===== config.mk =====
export PLATFORM = sky130hd
export DESIGN_NAME = ssc_step_config
export DESIGN_NICKNAME = d
export VERILOG_FILES = /design/src/hdl/ssc_pkg.sv /design/src/hdl/ssc_step_decode.sv /design/src/hdl/ssc_step_config.sv
export SDC_FILE = /design/constraint.sdc
export NUM_CORES = 1
export LEC_CHECK = 0
export BUFFER_PORTS_ARGS = -buffer_cell sky130_fd_sc_hd__clkbuf_2
export CAP_MARGIN = 20
export CORE_ASPECT_RATIO = 1.1
export CORE_MARGIN = 10
export CORE_UTILIZATION = 44
export DETAILED_ROUTE_END_ITERATION = 6
export PLACE_DENSITY = 0.75
export SYNTH_ARGS = -nofsm -noshare
export SYNTH_HDL_FRONTEND = slang
export SYNTH_SLANG_ARGS = --single-unit
export TNS_END_PERCENT = 1

===== constraint.sdc =====
create_clock -name clock -period 1.16 [get_ports clock]
set_input_delay 0.058 -clock clock [delete_from_list [all_inputs] [get_ports clock]]
set_output_delay 0.058 -clock clock [all_outputs]
set_load 0.02 [all_outputs]

===== src/hdl/ssc_pkg.sv =====
// constants and types shared by the step configuration register bank
package ssc_pkg;

    // register addresses, step ten in entry 0, step eleven in entry 1
    localparam int SSC_STEP_COUNT = 2;
    localparam logic [7:0] SSC_STEP_TEN_ADDR = 8'h9a;
    localparam logic [7:0] SSC_STEP_ELEVEN_ADDR = 8'h9b;
    localparam logic [1:0][7:0] SSC_STEP_ADDR = {SSC_STEP_ELEVEN_ADDR, SSC_STEP_TEN_ADDR};

    // reset values of the two step words
    localparam logic [15:0] SSC_STEP_TEN_RESET = 16'h000a;
    localparam logic [15:0] SSC_STEP_ELEVEN_RESET = 16'h000b;
    localparam logic [1:0][15:0] SSC_STEP_RESET = {SSC_STEP_ELEVEN_RESET, SSC_STEP_TEN_RESET};

    // field positions and the mask of bits that software can change
    localparam int SSC_ENABLE_BIT = 15;
    localparam int SSC_GAIN_HI = 14;
    localparam int SSC_GAIN_LO = 13;
    localparam int SSC_RSVD_HI = 12;
    localparam int SSC_RSVD_LO = 5;
    localparam int SSC_NEG_BIT = 4;
    localparam int SSC_POS_HI = 3;
    localparam logic [15:0] SSC_WRITABLE_MASK = 16'he01f;

    // gain codes and the gain factor that each gives
    localparam logic [1:0] SSC_GAIN_CODE_X1 = 2'h0;
    localparam logic [1:0] SSC_GAIN_CODE_X2 = 2'h1;
    localparam logic [2:0] SSC_FACTOR_X1 = 3'h1;
    localparam logic [2:0] SSC_FACTOR_X2 = 3'h2;
    localparam logic [2:0] SSC_FACTOR_X4 = 3'h4;

    // positive input codes with a fixed internal meaning
    localparam logic [3:0] SSC_POS_FIRST_INTERNAL = 4'h8;
    localparam logic [3:0] SSC_POS_TEMP = 4'h8;
    localparam logic [3:0] SSC_POS_SHORT = 4'h9;
    localparam logic [3:0] SSC_POS_TEST_DAC = 4'ha;
    localparam logic [3:0] SSC_POS_ANALOG_POWER = 4'he;
    localparam logic [3:0] SSC_POS_DIGITAL_POWER = 4'hf;

    // where the converter's positive input comes from
    typedef enum logic [2:0] {
        SRC_EXTERNAL = 3'h0,
        SRC_TEMP_SENSOR = 3'h1,
        SRC_SHORT_TO_GROUND = 3'h2,
        SRC_TEST_DAC = 3'h3,
        SRC_ANALOG_POWER = 3'h4,
        SRC_DIGITAL_POWER = 3'h5,
        SRC_OTHER_INTERNAL = 3'h6
    } ssc_src_t;

    // where the converter's negative input comes from
    typedef enum logic [1:0] {
        NEG_ANALOG_GROUND = 2'h0,
        NEG_EXTERNAL_SEVEN = 2'h1,
        NEG_AUTOMATIC = 2'h2
    } ssc_neg_t;

    // one step word as stored, laid out bit for bit as software sees it
    typedef struct packed {
        logic enable;
        logic [1:0] gainSelect;
        logic [7:0] reserved;
        logic negativeInput;
        logic [3:0] positiveInput;
    } ssc_step_cfg_t;

    // the decoded routing that the sequencer applies while running a step
    typedef struct packed {
        logic enable;
        logic [2:0] gainFactor;
        ssc_src_t source;
        logic [2:0] externalIndex;
        ssc_neg_t negative;
    } ssc_route_t;

    // decoded routing of each step word at its reset value
    localparam ssc_route_t SSC_TEN_ROUTE_RESET = '{1'b0, 3'h1, SRC_TEST_DAC, 3'h2, NEG_AUTOMATIC};
    localparam ssc_route_t SSC_ELEVEN_ROUTE_RESET = '{1'b0, 3'h1, SRC_OTHER_INTERNAL, 3'h3, NEG_AUTOMATIC};
    localparam ssc_route_t [1:0] SSC_ROUTE_RESET = {SSC_ELEVEN_ROUTE_RESET, SSC_TEN_ROUTE_RESET};

endpackage


===== src/hdl/ssc_step_decode.sv =====
// decodes one stored step word into the routing the sequencer applies
`timescale 1ns/100ps
`default_nettype none
module ssc_step_decode (
    input wire ssc_pkg::ssc_step_cfg_t cfg, // stored step word
    output var ssc_pkg::ssc_route_t route // decoded routing
);

    // gain, source and negative input; internal sources pick their own negative
    always_comb begin
        route.enable = cfg.enable;
        unique case (cfg.gainSelect)
            ssc_pkg::SSC_GAIN_CODE_X1: route.gainFactor = ssc_pkg::SSC_FACTOR_X1;
            ssc_pkg::SSC_GAIN_CODE_X2: route.gainFactor = ssc_pkg::SSC_FACTOR_X2;
            default: route.gainFactor = ssc_pkg::SSC_FACTOR_X4; // both upper codes give four
        endcase
        route.externalIndex = cfg.positiveInput[2:0];
        if (cfg.positiveInput < ssc_pkg::SSC_POS_FIRST_INTERNAL) begin
            route.source = ssc_pkg::SRC_EXTERNAL;
            route.negative = cfg.negativeInput ? ssc_pkg::NEG_EXTERNAL_SEVEN : ssc_pkg::NEG_ANALOG_GROUND;
        end else begin
            route.negative = ssc_pkg::NEG_AUTOMATIC; // negative select bit ignored here
            unique case (cfg.positiveInput)
                ssc_pkg::SSC_POS_TEMP: route.source = ssc_pkg::SRC_TEMP_SENSOR;
                ssc_pkg::SSC_POS_SHORT: route.source = ssc_pkg::SRC_SHORT_TO_GROUND;
                ssc_pkg::SSC_POS_TEST_DAC: route.source = ssc_pkg::SRC_TEST_DAC;
                ssc_pkg::SSC_POS_ANALOG_POWER: route.source = ssc_pkg::SRC_ANALOG_POWER;
                ssc_pkg::SSC_POS_DIGITAL_POWER: route.source = ssc_pkg::SRC_DIGITAL_POWER;
                default: route.source = ssc_pkg::SRC_OTHER_INTERNAL;
            endcase
        end
    end

endmodule
`default_nettype wire


===== src/hdl/ssc_step_config.sv =====
// register bank holding the step ten and step eleven sequencer configuration
`timescale 1ns/100ps
`default_nettype none
module ssc_step_config (
    input wire logic clock, // 20 MHz system clock
    input wire logic reset, // synchronous, active high
    input wire logic [7:0] address, // register address
    input wire logic [15:0] writeData, // data for a write
    input wire logic writeStrobe, // one-cycle write request
    input wire logic readStrobe, // one-cycle read request
    output logic [15:0] readData, // read answer, valid the cycle after the strobe
    output var ssc_pkg::ssc_route_t stepTenRoute, // routing applied during step ten
    output var ssc_pkg::ssc_route_t stepElevenRoute // routing applied during step eleven
);

    ssc_pkg::ssc_step_cfg_t stepCfg [ssc_pkg::SSC_STEP_COUNT];
    ssc_pkg::ssc_route_t decodedRoute [ssc_pkg::SSC_STEP_COUNT];
    ssc_pkg::ssc_route_t routeReg [ssc_pkg::SSC_STEP_COUNT];
    logic [ssc_pkg::SSC_STEP_COUNT-1:0] addressHit;
    logic [15:0] next_readData;

    // one storage word, one decoder and one routing register per step
    for (genvar i = 0; i < ssc_pkg::SSC_STEP_COUNT; i++) begin : gen_step
        assign addressHit[i] = (address == ssc_pkg::SSC_STEP_ADDR[i]);

        // the word; reserved bits are masked off so they can never store ones
        always_ff @(posedge clock) begin
            if (reset) begin
                stepCfg[i] <= ssc_pkg::ssc_step_cfg_t'(ssc_pkg::SSC_STEP_RESET[i]);
            end else if (writeStrobe && addressHit[i]) begin
                stepCfg[i] <= ssc_pkg::ssc_step_cfg_t'(writeData & ssc_pkg::SSC_WRITABLE_MASK);
            end
        end

        ssc_step_decode u_decode (
            .cfg(stepCfg[i]),
            .route(decodedRoute[i])
        );

        // registered routing, so the analog side sees glitch-free selects
        always_ff @(posedge clock) begin
            if (reset) begin
                routeReg[i] <= ssc_pkg::SSC_ROUTE_RESET[i];
            end else begin
                routeReg[i] <= decodedRoute[i];
            end
        end
    end

    assign stepTenRoute = routeReg[0];
    assign stepElevenRoute = routeReg[1];

    // read mux; unmapped addresses and idle cycles answer zero
    always_comb begin
        next_readData = 16'h0000;
        for (int k = 0; k < ssc_pkg::SSC_STEP_COUNT; k++) begin
            if (readStrobe && addressHit[k]) begin
                next_readData = stepCfg[k] & ssc_pkg::SSC_WRITABLE_MASK;
            end
        end
    end

    // read data stand for exactly one cycle after the strobe
    always_ff @(posedge clock) begin
        if (reset) begin
            readData <= 16'h0000;
        end else begin
            readData <= next_readData;
        end
    end
endmodule
`default_nettype wire


==> flow_metrics.env <==
export IMPL_wl_per_cell_um=14.2
export IMPL_worst_ir_drop_vdd_mv=0.543
export IMPL_syn_to_final_growth_pct=23.5
export IMPL_htree_levels=2
export IMPL_fmax_mhz=899
export IMPL_core_um2=4250
export IMPL_cts_buffers=5
export IMPL_final_area_um2=2380
export IMPL_yosysUniqueCellTypes=30
export IMPL_grt_overflow=0
export IMPL_placed_cells=270
export IMPL_rrSetupSlack_ns=0.05
export IMPL_fp_row_count=25
export IMPL_maxSlewViolCount=0
export IMPL_hold_ws_ns=0.0325
export IMPL_die_h_um=89.4
export IMPL_end_kind="flop"
export IMPL_cts_sinks=48
export IMPL_arrival_ns=1.30
export IMPL_clk_pin_slew_ns=0.08
export IMPL_clk_latency_ns=0.29
export IMPL_grt_usage_pct=10.9
export IMPL_synth_top_area_share_pct=33.3
export IMPL_fin_nets=251
export IMPL_synthTopCellsByArea="dfxtp_1 33%, edfxtp_1 25%, nor4_2 6.5%, buf_4 3.9%, nor2b_1 3.9%"
export IMPL_finalHoldViolCount=0
export IMPL_grt_max_degree=20
export IMPL_cts_root_buf="clkbuf_8"
export IMPL_dr_first_iter_drc_count=22
export IMPL_cts_tree="done"
export IMPL_seq_area_frac_synth_pct=58.2
export IMPL_antenna_found_initial=0
export IMPL_totalWireLength_mm=3.95
export IMPL_period_share_pct=95.9
export IMPL_n_antenna_cell=0
export IMPL_setup_viol_count_final=0
export IMPL_post_cts_repair_setup_buffers=0
export IMPL_layout_cells_non_filler=278
export IMPL_syn_avg_cell_area_um2=12.1
export IMPL_placed_cell_area_um2=2290
export IMPL_total_leakage_power_uw=0.00102
export IMPL_hpwl_mm=3.10
export IMPL_io_buffer_count=51
export IMPL_synth_area_leader_cell="dfxtp_1"
export IMPL_final_cell_mix="51 x clkbuf_2, 32 x dfxtp_1, 19 x buf_4, 16 x edfxtp_1, 12 x nor2b_1"
export IMPL_min_period_ns=1.11
export IMPL_cts_buffer_depth=2
export IMPL_drive_gt1_share_pct=39.7
export IMPL_crit_type="reg -> reg"
export IMPL_routed_via_density=4.90
export IMPL_synth_seq_cells=48
export IMPL_cp_required_ns=1.34
export IMPL_rsz0062_at_grt="no"
export IMPL_die_x_um=83.1
export IMPL_grt_first_pass_wirelength_mm=6.48
export IMPL_final_common_cell="clkbuf_2"
export IMPL_drtAntennaViolNets=0
export IMPL_skew_ns=0.00681
export IMPL_syn_area_um2=1930
export IMPL_status="complete, no violations"
export IMPL_initial_utilization_pct=45.3
export IMPL_grt_pass1_vias=1418
export IMPL_hold_class="in -> reg"
export IMPL_syn_inst=159
export IMPL_ys_warn_count=0
export IMPL_die_area_um2=7430
export IMPL_dr_total_vias=1361
export IMPL_drc=0
export IMPL_fin_util_pct=55.9
export IMPL_cp_max_fo=5
export IMPL_drv_cap=0
export IMPL_io_pin_count=68
export IMPL_power_density_nw_per_um2=1320
export IMPL_gp_congestion=0.827
export IMPL_dr_pass1_iters=4
export IMPL_startpoint_type="flop"
state kept, by name, indices dropped and copies added (netlist names):
signal	cells
routeReg	24
stepCfg	16
readData	8
cell families (layout without fill, tap and decap cells):
group           Yosys count  in the layout  synth area share (%)
flops                    48             48                  58.2
compound gates           13             13                  5.65
mux                       7              7                  3.64
buf+inv                  24             82                  7.34
simple gates             66             66                  25.0
other cells               1              8                 0.195
per-layer routing:
metal / vias to the layer above / global-route usage [%] / share of wire (%)
li1: 683 / - / -
met1: 622 / 11.1 / 42
met2: 47 / 18.3 / 48
met3: 9 / 4.74 / 7.7
met4: 0 / 6.81 / 2.7
met5: - / 0 / 0
timing repair:
item | in CTS | in global routing
pin swaps | 1 | 0
endpoints found under the setup margin | 1 | 1
gates resized for setup | 0 | 2
hold buffers | 0 | 0
through the flow:
step	power, µW	TNS (ns)	worst slack [ns]
2_1_floorplan	2140	0	0.0198
3_5_place_dp	2270	-0.619	-0.0472
5_1_grt	3270	0	0.00929
3_3_place_gp	2270	-0.835	-0.0648
6_report	3140	0	0.0474
4_1_cts	3180	0	0.0462
final timing paths:
path,from,endpoint,cells after the start
min,readStrobe,readData[15],2
max reg2reg,stepCfg[1][2],routeReg[1][6],2
min reg2reg,stepCfg[0][5],routeReg[0][8],1
max,stepCfg[1][2],routeReg[1][6],2
Yosys cell counts, drive strengths merged:
cell type,count
dfxtp,32
nor4,18
buf,16
edfxtp,16
nor2b,12
nand2,8
mux2i,7
or2,6
nand4,5
clkbuf,4
inv,4
nor3b,4
a31o,3
nand2b,3
nor2,3
o21bai,3
a21oi,2
a41o,2
and3b,2
or3,2
a2111oi,1
a21bo,1
conb,1
nand3b,1
nand4bb,1
nor4bb,1
o2111a,1
power breakdown:
group | switching (µW) | internal, µW | total (µW)
Combinational | 240 | 154 | 395
Clock | 482 | 423 | 905
Sequential | 32.6 | 1810 | 1840
layout make-up:
| type | instances | area, µm² |
|---|---|---|
| multi-input combinational | 94 | 696 |
| inverter | 4 | 15.0 |
| timing repair buffer | 70 | 398 |
| clock buffer | 7 | 76.3 |
| clock inverter | 1 | 5.00 |
| tap | 54 | 67.6 |
| fill | 401 | 1880 |
| sequential | 48 | 1120 |
critical path, stage by stage, from the launching register on:
cell and delay, ns:
edfxtp_1 0.45, or3_1 0.33, a31o_1 0.22
No activity file was read; power rests on OpenSTA's default activity.
